--- config.mk ---
export PLATFORM = sky130hd
export DESIGN_NAME = dual_legacy_counter_timers
export DESIGN_NICKNAME = d
export VERILOG_FILES = /design/src/rtl/timer01_pkg.sv /design/src/rtl/dual_legacy_counter_timers.sv /design/src/rtl/pin_edge_sync.sv /design/src/rtl/timer_prescaler.sv
export SDC_FILE = /design/constraint.sdc
export NUM_CORES = 1
export LEC_CHECK = 0
export ABC_CLOCK_PERIOD_IN_PS = 2100
export BUFFER_PORTS_ARGS = -buffer_cell sky130_fd_sc_hd__buf_2
export CAP_MARGIN = 25
export CORE_MARGIN = 8
export CORE_UTILIZATION = 61
export CTS_CLUSTER_DIAMETER = 200
export DETAILED_ROUTE_END_ITERATION = 10
export PLACE_DENSITY_LB_ADDON = 0.25
export SLEW_MARGIN = 20
export SYNTH_ARGS = -nofsm -noshare
export SYNTH_HDL_FRONTEND = slang
export SYNTH_SLANG_ARGS = --single-unit
--- constraint.sdc ---
create_clock -name sys_clk_i -period 2.1 [get_ports sys_clk_i]
set_input_delay 0.42 -clock sys_clk_i [delete_from_list [all_inputs] [get_ports sys_clk_i]]
set_output_delay 0.42 -clock sys_clk_i [all_outputs]
set_load 0.02 [all_outputs]
--- src/rtl/timer01_pkg.sv ---
package timer01_pkg;

	// ------------------------------------------------------------
	// bus widths and register offsets
	// ------------------------------------------------------------
	localparam int            ADDR_W             = 4;
	localparam int            DATA_W             = 8;
	localparam logic [3:0]    OFS_CLOCK_SELECT   = 4'h0;
	localparam logic [3:0]    OFS_CONTROL        = 4'h1;
	localparam logic [3:0]    OFS_MODE           = 4'h2;
	localparam logic [3:0]    OFS_T0_LOWER       = 4'h3;
	localparam logic [3:0]    OFS_T0_UPPER       = 4'h4;
	localparam logic [3:0]    OFS_T1_LOWER       = 4'h5;
	localparam logic [3:0]    OFS_T1_UPPER       = 4'h6;
	localparam logic [3:0]    OFS_IRQ_CONFIG     = 4'h7;
	localparam logic [3:0]    OFS_IRQ_ENABLE     = 4'h8;

	// ------------------------------------------------------------
	// field positions
	// ------------------------------------------------------------
	localparam int            BIT_T1_SYSCLK      = 3;
	localparam int            BIT_T0_SYSCLK      = 2;
	localparam int            DIV_SEL_LSB        = 0;
	localparam int            BIT_T1_FLAG        = 7;
	localparam int            BIT_T1_RUN         = 6;
	localparam int            BIT_T0_FLAG        = 5;
	localparam int            BIT_T0_RUN         = 4;
	localparam int            BIT_T1_GATING      = 7;
	localparam int            BIT_T1_EDGE        = 6;
	localparam int            T1_MODE_LSB        = 4;
	localparam int            BIT_T0_GATING      = 3;
	localparam int            BIT_T0_EDGE        = 2;
	localparam int            T0_MODE_LSB        = 0;
	localparam int            BIT_IRQ_B_POL      = 7;
	localparam int            BIT_IRQ_A_POL      = 3;
	localparam int            BIT_T1_IRQ_EN      = 3;
	localparam int            BIT_T0_IRQ_EN      = 1;
	localparam logic [7:0]    IRQ_CONFIG_MASK    = 8'h88;
	localparam logic [7:0]    IRQ_ENABLE_MASK    = 8'h0a;
	localparam logic [7:0]    RST_BYTE           = 8'h00;

	// ------------------------------------------------------------
	// modes and divider choices
	// ------------------------------------------------------------
	localparam logic [1:0]    MODE_13BIT         = 2'h0;
	localparam logic [1:0]    MODE_16BIT         = 2'h1;
	localparam logic [1:0]    MODE_RELOAD        = 2'h2;
	localparam logic [1:0]    MODE_SPLIT         = 2'h3;
	localparam logic [1:0]    DIV_SEL_12         = 2'h0;
	localparam logic [1:0]    DIV_SEL_4          = 2'h1;
	localparam logic [1:0]    DIV_SEL_48         = 2'h2;
	localparam logic [1:0]    DIV_SEL_EXT        = 2'h3;
	localparam logic [5:0]    DIV_COUNT_12       = 6'h0c;
	localparam logic [5:0]    DIV_COUNT_4        = 6'h04;
	localparam logic [5:0]    DIV_COUNT_48       = 6'h30;
	localparam logic [5:0]    DIV_COUNT_EXT      = 6'h08;

endpackage

--- src/rtl/dual_legacy_counter_timers.sv ---
`timescale 1ns/1ns
module dual_legacy_counter_timers (
	input  wire logic                           sys_clk_i,
	input  wire logic                           rst_b_i,
	input  wire logic [timer01_pkg::ADDR_W-1:0] reg_addr_i,
	input  wire logic [timer01_pkg::DATA_W-1:0] reg_wr_data_i,
	input  wire logic                           reg_wr_i,
	input  wire logic                           reg_rd_i,
	output logic      [timer01_pkg::DATA_W-1:0] reg_rd_data_o,
	input  wire logic                           timer0_count_pin_i,
	input  wire logic                           timer1_count_pin_i,
	input  wire logic                           ext_irq_input_a_i,
	input  wire logic                           ext_irq_input_b_i,
	input  wire logic                           ext_osc_i,
	output logic                                timer0_irq_o,
	output logic                                timer1_irq_o,
	output logic                                timer0_overflow_pulse_o,
	output logic                                timer1_overflow_pulse_o
);

	// ------------------------------------------------------------
	// software registers and registered outputs
	// ------------------------------------------------------------
	logic [7:0] timer_clock_select_r;
	logic [7:0] timer01_control_reg_r;
	logic [7:0] timer01_mode_reg_r;
	logic [7:0] timer0_lower_byte_r;
	logic [7:0] timer0_upper_byte_r;
	logic [7:0] timer1_lower_byte_r;
	logic [7:0] timer1_upper_byte_r;
	logic [7:0] ext_irq_config_reg_r;
	logic [7:0] interrupt_enable_reg_r;
	logic [7:0] rd_data_r;
	logic       timer0_irq_r;
	logic       timer1_irq_r;
	logic       timer0_pulse_r;
	logic       timer1_pulse_r;

	// next values
	logic [7:0] timer_clock_select_nxt;
	logic [7:0] timer01_control_reg_nxt;
	logic [7:0] timer01_mode_reg_nxt;
	logic [7:0] timer0_lower_byte_nxt;
	logic [7:0] timer0_upper_byte_nxt;
	logic [7:0] timer1_lower_byte_nxt;
	logic [7:0] timer1_upper_byte_nxt;
	logic [7:0] ext_irq_config_reg_nxt;
	logic [7:0] interrupt_enable_reg_nxt;
	logic [7:0] rd_data_nxt;

	// ------------------------------------------------------------
	// synchronised pins and prescaler
	// ------------------------------------------------------------
	wire        timer0_pin_fall;
	wire        timer1_pin_fall;
	wire        irq_a_level;
	wire        irq_b_level;
	wire        osc_rise;
	wire        presc_tick;

	// count pins: one pulse for every falling edge
	pin_edge_sync u_timer0_pin (
		.sys_clk_i (sys_clk_i),
		.rst_b_i   (rst_b_i),
		.pin_i     (timer0_count_pin_i),
		.level_o   (),
		.fall_o    (timer0_pin_fall),
		.rise_o    ()
	);

	pin_edge_sync u_timer1_pin (
		.sys_clk_i (sys_clk_i),
		.rst_b_i   (rst_b_i),
		.pin_i     (timer1_count_pin_i),
		.level_o   (),
		.fall_o    (timer1_pin_fall),
		.rise_o    ()
	);

	// gating inputs: only the settled level is used
	pin_edge_sync u_irq_a (
		.sys_clk_i (sys_clk_i),
		.rst_b_i   (rst_b_i),
		.pin_i     (ext_irq_input_a_i),
		.level_o   (irq_a_level),
		.fall_o    (),
		.rise_o    ()
	);

	pin_edge_sync u_irq_b (
		.sys_clk_i (sys_clk_i),
		.rst_b_i   (rst_b_i),
		.pin_i     (ext_irq_input_b_i),
		.level_o   (irq_b_level),
		.fall_o    (),
		.rise_o    ()
	);

	// oscillator must run below half the system clock to be counted
	pin_edge_sync u_osc (
		.sys_clk_i (sys_clk_i),
		.rst_b_i   (rst_b_i),
		.pin_i     (ext_osc_i),
		.level_o   (),
		.fall_o    (),
		.rise_o    (osc_rise)
	);

	timer_prescaler #(
		.CNT_W (6)
	) u_prescaler (
		.sys_clk_i  (sys_clk_i),
		.rst_b_i    (rst_b_i),
		.div_sel_i  (timer_clock_select_r[timer01_pkg::DIV_SEL_LSB +: 2]),
		.osc_edge_i (osc_rise),
		.tick_o     (presc_tick)
	);

	// ------------------------------------------------------------
	// one count step: {overflow, upper byte, lower byte}
	// ------------------------------------------------------------
	function automatic logic [16:0] count_step(
		input logic [1:0] mode,
		input logic [7:0] lo,
		input logic [7:0] hi
	);
		logic [13:0] s13;
		logic [16:0] s16;
		logic [8:0]  s8;
		begin
			s13 = {1'b0, hi, lo[4:0]} + 14'h0001;
			s16 = {1'b0, hi, lo} + 17'h00001;
			s8  = {1'b0, lo} + 9'h001;
			case (mode)
				timer01_pkg::MODE_13BIT: begin
					// unused low bits 7:5 just hold
					count_step = {s13[13], s13[12:5], lo[7:5], s13[4:0]};
				end
				timer01_pkg::MODE_16BIT: begin
					count_step = s16;
				end
				timer01_pkg::MODE_RELOAD: begin
					count_step = {s8[8], hi, (s8[8] ? hi : s8[7:0])};
				end
				default: begin
					count_step = {s8[8], hi, s8[7:0]};
				end
			endcase
		end
	endfunction

	// ------------------------------------------------------------
	// field decode
	// ------------------------------------------------------------
	wire [1:0]  timer0_mode;
	wire [1:0]  timer1_mode;
	wire        timer0_split;
	wire        timer1_parked;
	wire        timer0_run_bit;
	wire        timer1_run_bit;
	wire        timer0_edge_count_select;
	wire        timer1_edge_count_select;
	wire        timer0_pin_gating;
	wire        timer1_pin_gating;

	assign timer0_mode              = timer01_mode_reg_r[timer01_pkg::T0_MODE_LSB +: 2];
	assign timer1_mode              = timer01_mode_reg_r[timer01_pkg::T1_MODE_LSB +: 2];
	assign timer0_split             = (timer0_mode == timer01_pkg::MODE_SPLIT);
	assign timer1_parked            = (timer1_mode == timer01_pkg::MODE_SPLIT);
	assign timer0_run_bit           = timer01_control_reg_r[timer01_pkg::BIT_T0_RUN];
	assign timer1_run_bit           = timer01_control_reg_r[timer01_pkg::BIT_T1_RUN];
	assign timer0_edge_count_select = timer01_mode_reg_r[timer01_pkg::BIT_T0_EDGE];
	assign timer1_edge_count_select = timer01_mode_reg_r[timer01_pkg::BIT_T1_EDGE];
	assign timer0_pin_gating        = timer01_mode_reg_r[timer01_pkg::BIT_T0_GATING];
	assign timer1_pin_gating        = timer01_mode_reg_r[timer01_pkg::BIT_T1_GATING];

	// ------------------------------------------------------------
	// clock choice and run gating
	// ------------------------------------------------------------
	wire        timer0_base_tick;
	wire        timer1_base_tick;
	wire        irq_a_active;
	wire        irq_b_active;
	wire        timer0_gate_ok;
	wire        timer1_gate_ok;
	wire        timer0_en;
	wire        timer1_plain_en;
	wire        timer1_en;
	wire        upper0_split_en;

	// internal tick: system clock every cycle, else the prescaler tick
	assign timer0_base_tick = timer_clock_select_r[timer01_pkg::BIT_T0_SYSCLK] ? 1'b1 : presc_tick;
	assign timer1_base_tick = timer_clock_select_r[timer01_pkg::BIT_T1_SYSCLK] ? 1'b1 : presc_tick;

	// polarity bit 1 means the input is active high
	assign irq_a_active     = (irq_a_level == ext_irq_config_reg_r[timer01_pkg::BIT_IRQ_A_POL]);
	assign irq_b_active     = (irq_b_level == ext_irq_config_reg_r[timer01_pkg::BIT_IRQ_B_POL]);
	assign timer0_gate_ok   = ~timer0_pin_gating | irq_a_active;
	assign timer1_gate_ok   = ~timer1_pin_gating | irq_b_active;

	// edge select overrides the clock select bit entirely
	assign timer0_en        = timer0_run_bit & timer0_gate_ok &
	                          (timer0_edge_count_select ? timer0_pin_fall : timer0_base_tick);
	assign timer1_plain_en  = timer1_run_bit & timer1_gate_ok &
	                          (timer1_edge_count_select ? timer1_pin_fall : timer1_base_tick);

	// with timer 0 split, timer 1 runs on its mode alone, internal clock only
	assign timer1_en        = ~timer1_parked &
	                          (timer0_split ? timer1_base_tick : timer1_plain_en);
	// split upper byte: internal clock, timer 1 run bit, no gating
	assign upper0_split_en  = timer0_split & timer1_run_bit & timer0_base_tick;

	// ------------------------------------------------------------
	// counting
	// ------------------------------------------------------------
	wire [16:0] timer0_step;
	wire [16:0] timer1_step;
	wire [8:0]  upper0_sum;
	wire        timer0_ovf;
	wire        timer1_ovf;
	wire        upper0_ovf;
	wire        timer0_flag_set;
	wire        timer1_flag_set;

	assign timer0_step     = count_step(timer0_mode, timer0_lower_byte_r, timer0_upper_byte_r);
	assign timer1_step     = count_step(timer1_mode, timer1_lower_byte_r, timer1_upper_byte_r);
	assign upper0_sum      = {1'b0, timer0_upper_byte_r} + 9'h001;
	assign timer0_ovf      = timer0_en & timer0_step[16];
	assign timer1_ovf      = timer1_en & timer1_step[16];
	assign upper0_ovf      = upper0_split_en & upper0_sum[8];
	assign timer0_flag_set = timer0_ovf;
	// split mode hands timer 1's flag to timer 0's upper byte
	assign timer1_flag_set = timer0_split ? upper0_ovf : timer1_ovf;

	// ------------------------------------------------------------
	// write decode
	// ------------------------------------------------------------
	wire        wr_clock_select;
	wire        wr_control;
	wire        wr_mode;
	wire        wr_t0_lower;
	wire        wr_t0_upper;
	wire        wr_t1_lower;
	wire        wr_t1_upper;
	wire        wr_irq_config;
	wire        wr_irq_enable;

	assign wr_clock_select = reg_wr_i && (reg_addr_i == timer01_pkg::OFS_CLOCK_SELECT);
	assign wr_control      = reg_wr_i && (reg_addr_i == timer01_pkg::OFS_CONTROL);
	assign wr_mode         = reg_wr_i && (reg_addr_i == timer01_pkg::OFS_MODE);
	assign wr_t0_lower     = reg_wr_i && (reg_addr_i == timer01_pkg::OFS_T0_LOWER);
	assign wr_t0_upper     = reg_wr_i && (reg_addr_i == timer01_pkg::OFS_T0_UPPER);
	assign wr_t1_lower     = reg_wr_i && (reg_addr_i == timer01_pkg::OFS_T1_LOWER);
	assign wr_t1_upper     = reg_wr_i && (reg_addr_i == timer01_pkg::OFS_T1_UPPER);
	assign wr_irq_config   = reg_wr_i && (reg_addr_i == timer01_pkg::OFS_IRQ_CONFIG);
	assign wr_irq_enable   = reg_wr_i && (reg_addr_i == timer01_pkg::OFS_IRQ_ENABLE);

	// ------------------------------------------------------------
	// next-state logic
	// ------------------------------------------------------------
	// configuration: stores, irq config and enable masked to their defined bits; the run bit never touches the count
	always_comb begin
		timer_clock_select_nxt   = wr_clock_select ? reg_wr_data_i : timer_clock_select_r;
		timer01_mode_reg_nxt     = wr_mode ? reg_wr_data_i : timer01_mode_reg_r;
		ext_irq_config_reg_nxt   = wr_irq_config ?
		                           (reg_wr_data_i & timer01_pkg::IRQ_CONFIG_MASK) :
		                           ext_irq_config_reg_r;
		interrupt_enable_reg_nxt = wr_irq_enable ?
		                           (reg_wr_data_i & timer01_pkg::IRQ_ENABLE_MASK) :
		                           interrupt_enable_reg_r;
		timer01_control_reg_nxt  = wr_control ? reg_wr_data_i : timer01_control_reg_r;
		// an overflow in the clearing cycle still sets the flag
		if (timer0_flag_set) begin
			timer01_control_reg_nxt[timer01_pkg::BIT_T0_FLAG] = 1'b1;
		end
		if (timer1_flag_set) begin
			timer01_control_reg_nxt[timer01_pkg::BIT_T1_FLAG] = 1'b1;
		end
	end

	// count bytes: a software load wins over a count in the same cycle
	always_comb begin
		timer0_lower_byte_nxt = timer0_lower_byte_r;
		timer0_upper_byte_nxt = timer0_upper_byte_r;
		timer1_lower_byte_nxt = timer1_lower_byte_r;
		timer1_upper_byte_nxt = timer1_upper_byte_r;
		if (timer0_en) begin
			timer0_lower_byte_nxt = timer0_step[7:0];
			if (!timer0_split) begin
				timer0_upper_byte_nxt = timer0_step[15:8];
			end
		end
		if (upper0_split_en) begin
			timer0_upper_byte_nxt = upper0_sum[7:0];
		end
		if (timer1_en) begin
			timer1_lower_byte_nxt = timer1_step[7:0];
			timer1_upper_byte_nxt = timer1_step[15:8];
		end
		if (wr_t0_lower) begin
			timer0_lower_byte_nxt = reg_wr_data_i;
		end
		if (wr_t0_upper) begin
			timer0_upper_byte_nxt = reg_wr_data_i;
		end
		if (wr_t1_lower) begin
			timer1_lower_byte_nxt = reg_wr_data_i;
		end
		if (wr_t1_upper) begin
			timer1_upper_byte_nxt = reg_wr_data_i;
		end
	end

	// read mux; unmapped offsets read zero
	always_comb begin
		if (reg_addr_i == timer01_pkg::OFS_CLOCK_SELECT) begin
			rd_data_nxt = timer_clock_select_r;
		end else if (reg_addr_i == timer01_pkg::OFS_CONTROL) begin
			rd_data_nxt = timer01_control_reg_r;
		end else if (reg_addr_i == timer01_pkg::OFS_MODE) begin
			rd_data_nxt = timer01_mode_reg_r;
		end else if (reg_addr_i == timer01_pkg::OFS_T0_LOWER) begin
			rd_data_nxt = timer0_lower_byte_r;
		end else if (reg_addr_i == timer01_pkg::OFS_T0_UPPER) begin
			rd_data_nxt = timer0_upper_byte_r;
		end else if (reg_addr_i == timer01_pkg::OFS_T1_LOWER) begin
			rd_data_nxt = timer1_lower_byte_r;
		end else if (reg_addr_i == timer01_pkg::OFS_T1_UPPER) begin
			rd_data_nxt = timer1_upper_byte_r;
		end else if (reg_addr_i == timer01_pkg::OFS_IRQ_CONFIG) begin
			rd_data_nxt = ext_irq_config_reg_r;
		end else if (reg_addr_i == timer01_pkg::OFS_IRQ_ENABLE) begin
			rd_data_nxt = interrupt_enable_reg_r;
		end else begin
			rd_data_nxt = timer01_pkg::RST_BYTE;
		end
	end

	// ------------------------------------------------------------
	// registers
	// ------------------------------------------------------------
	// configuration and count state
	always_ff @(posedge sys_clk_i) begin
		if (!rst_b_i) begin
			timer_clock_select_r   <= timer01_pkg::RST_BYTE;
			timer01_control_reg_r  <= timer01_pkg::RST_BYTE;
			timer01_mode_reg_r     <= timer01_pkg::RST_BYTE;
			timer0_lower_byte_r    <= timer01_pkg::RST_BYTE;
			timer0_upper_byte_r    <= timer01_pkg::RST_BYTE;
			timer1_lower_byte_r    <= timer01_pkg::RST_BYTE;
			timer1_upper_byte_r    <= timer01_pkg::RST_BYTE;
			ext_irq_config_reg_r   <= timer01_pkg::RST_BYTE;
			interrupt_enable_reg_r <= timer01_pkg::RST_BYTE;
		end else begin
			timer_clock_select_r   <= timer_clock_select_nxt;
			timer01_control_reg_r  <= timer01_control_reg_nxt;
			timer01_mode_reg_r     <= timer01_mode_reg_nxt;
			timer0_lower_byte_r    <= timer0_lower_byte_nxt;
			timer0_upper_byte_r    <= timer0_upper_byte_nxt;
			timer1_lower_byte_r    <= timer1_lower_byte_nxt;
			timer1_upper_byte_r    <= timer1_upper_byte_nxt;
			ext_irq_config_reg_r   <= ext_irq_config_reg_nxt;
			interrupt_enable_reg_r <= interrupt_enable_reg_nxt;
		end
	end

	// outputs; requests lag the flag by one cycle, a cost of registering them
	always_ff @(posedge sys_clk_i) begin
		if (!rst_b_i) begin
			rd_data_r      <= timer01_pkg::RST_BYTE;
			timer0_irq_r   <= 1'b0;
			timer1_irq_r   <= 1'b0;
			timer0_pulse_r <= 1'b0;
			timer1_pulse_r <= 1'b0;
		end else begin
			rd_data_r      <= reg_rd_i ? rd_data_nxt : timer01_pkg::RST_BYTE;
			timer0_irq_r   <= timer01_control_reg_r[timer01_pkg::BIT_T0_FLAG] &
			                  interrupt_enable_reg_r[timer01_pkg::BIT_T0_IRQ_EN];
			timer1_irq_r   <= timer01_control_reg_r[timer01_pkg::BIT_T1_FLAG] &
			                  interrupt_enable_reg_r[timer01_pkg::BIT_T1_IRQ_EN];
			timer0_pulse_r <= timer0_ovf;
			timer1_pulse_r <= timer1_ovf;
		end
	end

	assign reg_rd_data_o           = rd_data_r;
	assign timer0_irq_o            = timer0_irq_r;
	assign timer1_irq_o            = timer1_irq_r;
	assign timer0_overflow_pulse_o = timer0_pulse_r;
	assign timer1_overflow_pulse_o = timer1_pulse_r;

endmodule // dual_legacy_counter_timers

--- src/rtl/pin_edge_sync.sv ---
`timescale 1ns/1ns
// two-flop synchroniser with edge pulses taken after the second stage
module pin_edge_sync (
	input  wire logic sys_clk_i,
	input  wire logic rst_b_i,
	input  wire logic pin_i,
	output logic      level_o,
	output logic      fall_o,
	output logic      rise_o
);
	logic meta_r;
	logic sync_r;
	logic last_r;

	// first stage feeds only the second; edges compare stages two and three
	always_ff @(posedge sys_clk_i) begin
		if (!rst_b_i) begin
			meta_r <= 1'b0;
			sync_r <= 1'b0;
			last_r <= 1'b0;
		end else begin
			meta_r <= pin_i;
			sync_r <= meta_r;
			last_r <= sync_r;
		end
	end

	assign level_o = sync_r;
	assign fall_o  = last_r & ~sync_r;
	assign rise_o  = sync_r & ~last_r;
endmodule // pin_edge_sync

--- src/rtl/timer_prescaler.sv ---
`timescale 1ns/1ns
// shared prescaler: one-cycle tick per divided period
module timer_prescaler #(
	parameter int CNT_W = 6
) (
	input  wire logic       sys_clk_i,
	input  wire logic       rst_b_i,
	input  wire logic [1:0] div_sel_i,
	input  wire logic       osc_edge_i,
	output logic            tick_o
);
	logic [CNT_W-1:0] cnt_r;
	logic             tick_r;
	wire  [CNT_W-1:0] limit;
	wire              advance;
	wire              wrap;

	// divisor choice; the oscillator path counts its synchronised edges
	assign limit   = (div_sel_i == timer01_pkg::DIV_SEL_12) ? timer01_pkg::DIV_COUNT_12 :
	                 (div_sel_i == timer01_pkg::DIV_SEL_4)  ? timer01_pkg::DIV_COUNT_4  :
	                 (div_sel_i == timer01_pkg::DIV_SEL_48) ? timer01_pkg::DIV_COUNT_48 :
	                 timer01_pkg::DIV_COUNT_EXT;
	assign advance = (div_sel_i == timer01_pkg::DIV_SEL_EXT) ? osc_edge_i : 1'b1;
	// >= so a shrinking divisor never strands the counter above it
	assign wrap    = advance && (cnt_r >= limit - {{(CNT_W-1){1'b0}}, 1'b1});

	always_ff @(posedge sys_clk_i) begin
		if (!rst_b_i) begin
			cnt_r  <= '0;
			tick_r <= 1'b0;
		end else begin
			cnt_r  <= wrap ? '0 : (advance ? cnt_r + {{(CNT_W-1){1'b0}}, 1'b1} : cnt_r);
			tick_r <= wrap;
		end
	end

	assign tick_o = tick_r;
endmodule // timer_prescaler

; Word level (Yosys, flattened, before mapping)
; Cells that the tools add are included.
[classes]
n_addsub = 9
magnitude_cmp = 1
n_eq_ne = 24
muxes = 36
bitwise_logic = 24
n_reduce_logical = 28
[op_table]
columns = cell, n
row1 = 8-bit 2-to-1 mux, 21
row2 = 17-bit one-hot mux with 3 select lines, 2
row3 = "16-bit by 1-bit adder with 17-bit output, second input constant", 2
row4 = "13-bit by 1-bit adder with 14-bit output, second input constant", 2
row5 = "8-bit by 1-bit adder with 9-bit output, second input constant", 3
row6 = 6-bit 2-to-1 mux, 3
row7 = "4-bit by 3-bit == test with 1-bit output, second input constant", 4
row8 = 1-bit bitwise AND, 15
row9 = "2-bit == test, second input constant", 6
row10 = 1-bit logical AND, 10
row11 = 2-bit nonzero test, 5
row12 = 1-bit 2-to-1 mux, 9
row13 = "4-bit by 2-bit == test with 1-bit output, second input constant", 2
row14 = 1-bit NOT, 7
row15 = "6-bit by 1-bit adder with 6-bit output, second input constant", 1
row16 = "2-bit by 1-bit == test with 1-bit output, second input constant", 3
row17 = 6-bit >= comparator, 1
row18 = 2-bit zero test, 3
row19 = "2-bit != test, second input constant", 3
row20 = 2-bit AND reduction, 3
row21 = 3-bit nonzero test, 2
row22 = "6-bit by 1-bit subtractor with 6-bit output, second input constant", 1
row23 = "4-bit by 1-bit == test with 1-bit output, second input constant", 1
row24 = "4-bit == test, second input constant", 1
row25 = other kinds (10), 12
[totals]
ff_bits = 92
out_inout_bits = 12

; Longest topological paths before layout
[logic_depth]
depth_word = 10
depth_mapped = 8

; Cells and area by module
; Synthesis repeated with hierarchy kept, for this count alone.
[unflattened]
cells_unflattened = 676
area_unflattened_um2 = 5475.3
[by_module_without_submodules]
columns = mod, instances, cells_each, area_each_um2
row1 = dual_legacy_counter_timers, 1, 591, 4594.4
row2 = pin_edge_sync, 5, 8, 91.3
row3 = timer_prescaler, 1, 45, 424.2

; Worst setup path before layout
; OpenSTA, ideal clock, no wires.
[synth_timing]
kind = reg2reg
start = reg timer1_lower_byte_r[0]
end = reg timer1_lower_byte_r[3]
setup_time_ns = 0.070
t_arrival_ns = 1.777
required_ns = 2.030
setup_slack_ns = 0.253
stages_incl_launch_ff = 8
n_path_buf = 0
synth_period_minus_slack_ns = 1.847
path_cell_list = dfxtp_1 > ha_1 > nand4_1 > nor4_4 > mux2_2 > nand2_1 > o211ai_1 > a21boi_1
[synth_via]
elab_chain_len = 5
word_cells_on_any_way = 7
[synth_rtl]
columns = element, line_no
row1 = "start, declared", dual_legacy_counter_timers.sv:29  ; logic [7:0] timer1_lower_byte_r;
row2 = "start signal, assigned", dual_legacy_counter_timers.sv:350  ; timer1_lower_byte_r <= timer01_pkg::RST_BYTE;
row3 = "start signal, assigned", dual_legacy_counter_timers.sv:360  ; timer1_lower_byte_r <= timer1_lower_byte_nxt;
row4 = 8-bit by 1-bit adder with 9-bit output, dual_legacy_counter_timers.sv:133  ; s8 = {1'b0, lo} + 9'h001;
row5 = 8-bit 2-to-1 mux, dual_legacy_counter_timers.sv:143  ; count_step = {s8[8], hi, (s8[8] ? hi : s8[7:0])};
row6 = 17-bit one-hot mux with 3 select lines *, dual_legacy_counter_timers.sv:134  ; case (mode)
row7 = 8-bit 2-to-1 mux *, dual_legacy_counter_timers.sv:296  ; if (timer1_en) begin
row8 = 8-bit 2-to-1 mux *, dual_legacy_counter_timers.sv:306  ; if (wr_t1_lower) begin
; Every way passes the cells marked *; elsewhere a longest branch is shown, timed or not. The select of a mux whose other input is x is not followed.
; A chain may end at the register's enable or synchronous reset.

; Worst setup path after layout
[layout_timing]
start = reg timer01_mode_reg_r[6]
end = reg timer01_control_reg_r[7]
[layout_via]
elab_chain_len = 7
word_cells_on_any_way = 8
[layout_rtl]
columns = element, line_no
row1 = "start, declared", dual_legacy_counter_timers.sv:26  ; logic [7:0] timer01_mode_reg_r;
row2 = "start signal, assigned", dual_legacy_counter_timers.sv:347  ; timer01_mode_reg_r <= timer01_pkg::RST_BYTE;
row3 = "start signal, assigned", dual_legacy_counter_timers.sv:357  ; timer01_mode_reg_r <= timer01_mode_reg_nxt;
row4 = 1-bit 2-to-1 mux *, dual_legacy_counter_timers.sv:205  ; (timer1_edge_count_select ? timer1_pin_fall : timer1_base_tick);
row5 = 1-bit bitwise AND *, dual_legacy_counter_timers.sv:204  ; assign timer1_plain_en = timer1_run_bit & timer1_gate_ok &
row6 = 1-bit 2-to-1 mux *, dual_legacy_counter_timers.sv:209  ; (timer0_split ? timer1_base_tick : timer1_plain_en);
row7 = 1-bit bitwise AND *, dual_legacy_counter_timers.sv:208  ; assign timer1_en = ~timer1_parked &
row8 = 1-bit bitwise AND *, dual_legacy_counter_timers.sv:229  ; assign timer1_ovf = timer1_en & timer1_step[16];
row9 = 1-bit 2-to-1 mux *, dual_legacy_counter_timers.sv:233  ; assign timer1_flag_set = timer0_split ? upper0_ovf : timer1_ovf;
row10 = 1-bit 2-to-1 mux or 2-bit nonzero test (tied branches), --
row11 = "end signal, assigned", dual_legacy_counter_timers.sv:346  ; timer01_control_reg_r <= timer01_pkg::RST_BYTE;
row12 = "end signal, assigned", dual_legacy_counter_timers.sv:356  ; timer01_control_reg_r <= timer01_control_reg_nxt;
row13 = "end, declared", dual_legacy_counter_timers.sv:25  ; logic [7:0] timer01_control_reg_r;
; Every way passes the cells marked *; elsewhere a longest branch is shown, timed or not.

==> results by group <==
Clocking
  – Clk Tree Root Cell: clkbuf_8
  – Number of H-tree levels: 3
  – Postcts setup bufs: 0
  – Cts hold-fix bufs: 0
  – CTS tree: done
  – CTS buffer count: 9
  – Reg clk slew, reported paths: 0.10 ns
  – CTS-repair resized insts: 0
  – Clock buffer depth: 2
  – Worst-skew pair later-pin latency: 0.38 ns
  – Clock sinks: 92

Hold path
  – Worst hold-check path type: primary input to register

Drt
  – Post-DR vias/cell: 6.484
  – # DRC: 0
  – WL/cell: 20.26 um
  – 1st-iter DRT viols: about 440
  – WL final: about 16000 um
  – Vias: 5116
  – DR pass1 iterations: 5
  – Remaining antenna violation count: 0

Power
  – Peak VDD IR: 0.4292 mV
  – Switching share of power: 29.34%
  – Leakage Power: 2.352 nW
  – Switching pwr: a little under 0.001 W
  – Internal power: 0.002376 W
  – Sequential Power Share: between 50% and 60%
  – Clk pwr share: 37.2%
  – Comb pwr share: under 10%
  – PD cells: 554.8 mW/mm^2

Die
  – Die Y: around 110 um
  – Core Box Area: 0.008636 mm^2
  – Initial Util: 62.39%
  – Die area: 0.01210 mm^2
  – Chip width: 110.0 um
  – Number of cell rows: 34
  – IO Pins: 33

Status
  – Outcome: finished, final reports clean

Place
  – Post-DP HPWL: 11470 um
  – GPL Wtd Cong: 0.9863
  – Placed Area: a little under 0.006 mm^2
  – Placed Instances: 773
  – # port buffers: 32

Logic synthesis
  – Gate Count Post-Synth: 639
  – Synth Warn #: 0
  – Post-Synth Adder-Cell Area: 1.858%
  – Synth Area in Compound Gates: between 20% and 30%
  – Yosys cell types: between 70 and 80
  – Synth async-reset ratio: 0%
  – Syn_area_per_cell: 8.431 um^2
  – Prevailing post-synth register cell: dfxtp_1
  – Largest family of logic cells by synthesized area: compound AO/OA/AOI/OAI gates
  – EDFF count, synth: 0
  – Post-synthesis mux area share: under 10%
  – Mapped Area: roughly 0.0054 mm^2
  – Post-synthesis sequential area ratio: roughly 34%
  – FF+latch count, synth: 92
  – Synth Area in XOR/XNOR: 4.227%
  – Syn nets: 668
  – Post-Synth Simple-Gate Area: 23.08%

Global route
  – Total Routing Usage GR: 26.93%
  – First-pass GRT wire length: 25210 um
  – Vias in the first global route: 4883
  – Largest net degree at the start of global routing: ~80
  – Initial antenna violation count: 0
  – Grt ovf: 0

Critical path
  – Reg2Reg Setup Slack: 0.06 ns
  – Worst Path Arrival: approximately 2.4 ns
  – CP Max Fanout: 10
  – CP Launch Type: register
  – Crit Path Class: register to register
  – Worst setup EP type: register
  – Crit path required time: around 2.4 ns

STA
  – Finish-stage setup viols: 0
  – Worst slew margin: 56.02%
  – RSZ-0062 raised after global routing: yes
  – Least-Margin Pin Slew: 0.6596 ns
  – Pins Over Slew Limit: 0
  – Clock Skew: around 0.020 ns
  – Achievable Freq: a little under 500 MHz
  – Fin Setup TNS: 0 ns
  – Final Critical Period: a little over 2 ns
  – Fin crit share: 97.03%
  – Final Hold Fails: 0
  – Worst hold margin: 0.2499 ns

Layout
  – Final Core Density: 70.17%
  – Most common cell after layout, fill and taps aside: dfxtp_1
  – Fill cells: 722
  – Antenna Cells: 0
  – Area of the multi-input gates: around 0.0033 mm^2
  – Most frequent cells in the layout: dfxtp_1, nand2_1, o21ai_0
  – Fraction of layout cells with a size suffix above 1: a little under a fifth
  – Nets: about 700
  – Register Area: 0.001846 mm^2
  – Post-Layout Cell Count: 789
  – P&R area growth vs syn: 12.47%
  – Design Area, Final: around 0.006 mm^2

Job
  – Max Cap Viol: 0
critical path: stages, from the launching register on:
cell and delay [ns]:
dfxtp_1 0.39, a21bo_1 0.24, a32o_2 0.34, a211oi_4 0.45
nand3_2 0.13, a21oi_2 0.26, a22o_1 0.17
power by group through the flow:
| stage | logic [W] | registers, W | clock network (W) |
|---|---|---|---|
| 2_1_floorplan | 0.000181 | 0.00184 | 0 |
| 5_1_grt | 0.000325 | 0.00181 | 0.00133 |
| 4_1_cts | 0.000296 | 0.00181 | 0.00125 |
| 6_report | 0.000302 | 0.00181 | 0.00125 |
| 3_5_place_dp | 0.000294 | 0.00185 | 0 |
| 3_3_place_gp | 0.000287 | 0.00185 | 0 |
synthesized netlist by cell type (6+ instances only):
master    number  share of area [%]
a21o_1         6               0.84
and2_1        14                1.6
clkbuf_1      27                1.9
nand2_1       62                4.3
nand2b_1      14                1.6
o221ai_1       7                1.1
a21oi_1       39                3.6
buf_2         12                1.1
mux2i_1       30                5.6
dfxtp_1       92                 34
nor2b_1       23                2.7
inv_1         12               0.84
o21ai_0       50                4.6
nand4_1        7               0.81
ha_1           8                1.9
nor2_1        33                2.3
xnor2_1       11                1.8
a21boi_0      12                1.7
o211ai_1       8                1.1
nand3_1       28                2.6
and3_1         7               0.81
xor2_1        15                2.4
a31oi_1       10                1.2
per-layer routing:
layer / up-vias / global-route usage, % / wire length (um)
met2: 229 / 42.21 / 7479
met4: 0 / 16.20 / 689
met3: 59 / 6.337 / 1136
met5: - / 0 / 0
met1: 2440 / 33.02 / 6682
li1: 2388 / - / -
flip-flops by register name, indices dropped and copies added, names as in the netlist, 6 cells and up:
register	count
timer1_upper_byte_r	8
u_prescaler.cnt_r	6
timer0_lower_byte_r	8
reg_rd_data_o	8
timer01_control_reg_r	8
timer_clock_select_r	8
timer01_mode_reg_r	8
timer0_upper_byte_r	8
timer1_lower_byte_r	8
logic make-up after synthesis:
group	after synthesis
XOR/XNOR	26
buffers and inverters	58
adder cells (fa/ha/maj)	8
AND/OR/NAND/NOR	230
other	1
multiplexers	38
flip-flops	92
AO/OA/AOI/OAI	186
through the flow:
step                      setup WS [ns]  total power [W]
final                           0.06244         0.003362
after global routing           -0.02680         0.003469
after CTS                       0.02188         0.003353
after detailed placement        0.03231         0.002142
after global placement           0.1339         0.002134
after floorplan                  0.2532         0.002020
worst paths after layout:
path                                                              end                               start  cells past startpoint
worst min-delay path                   u_timer1_pin.meta_r$_SDFF_PN0_                  timer1_count_pin_i                      2
worst max register to register  timer01_control_reg_r[7]$_SDFFE_PN0P_  timer01_mode_reg_r[6]$_SDFFE_PN0P_                      6
worst max-delay path            timer01_control_reg_r[7]$_SDFFE_PN0P_  timer01_mode_reg_r[6]$_SDFFE_PN0P_                      6
worst min register to register               u_osc.level_o$_SDFF_PN0_             u_osc.meta_r$_SDFF_PN0_                      1
cell type report:
class	count	share of cell area, %
Clock buffer	9	2.044
Clock inverter	7	1.507
Inverter	12	0.7433
Multi-Input combinational cell	489	54.80
Sequential cell	92	30.46
Tap cell	108	2.230
Timing Repair Buffer	72	8.218
Note: power is estimated with default switching activity, not from simulation.
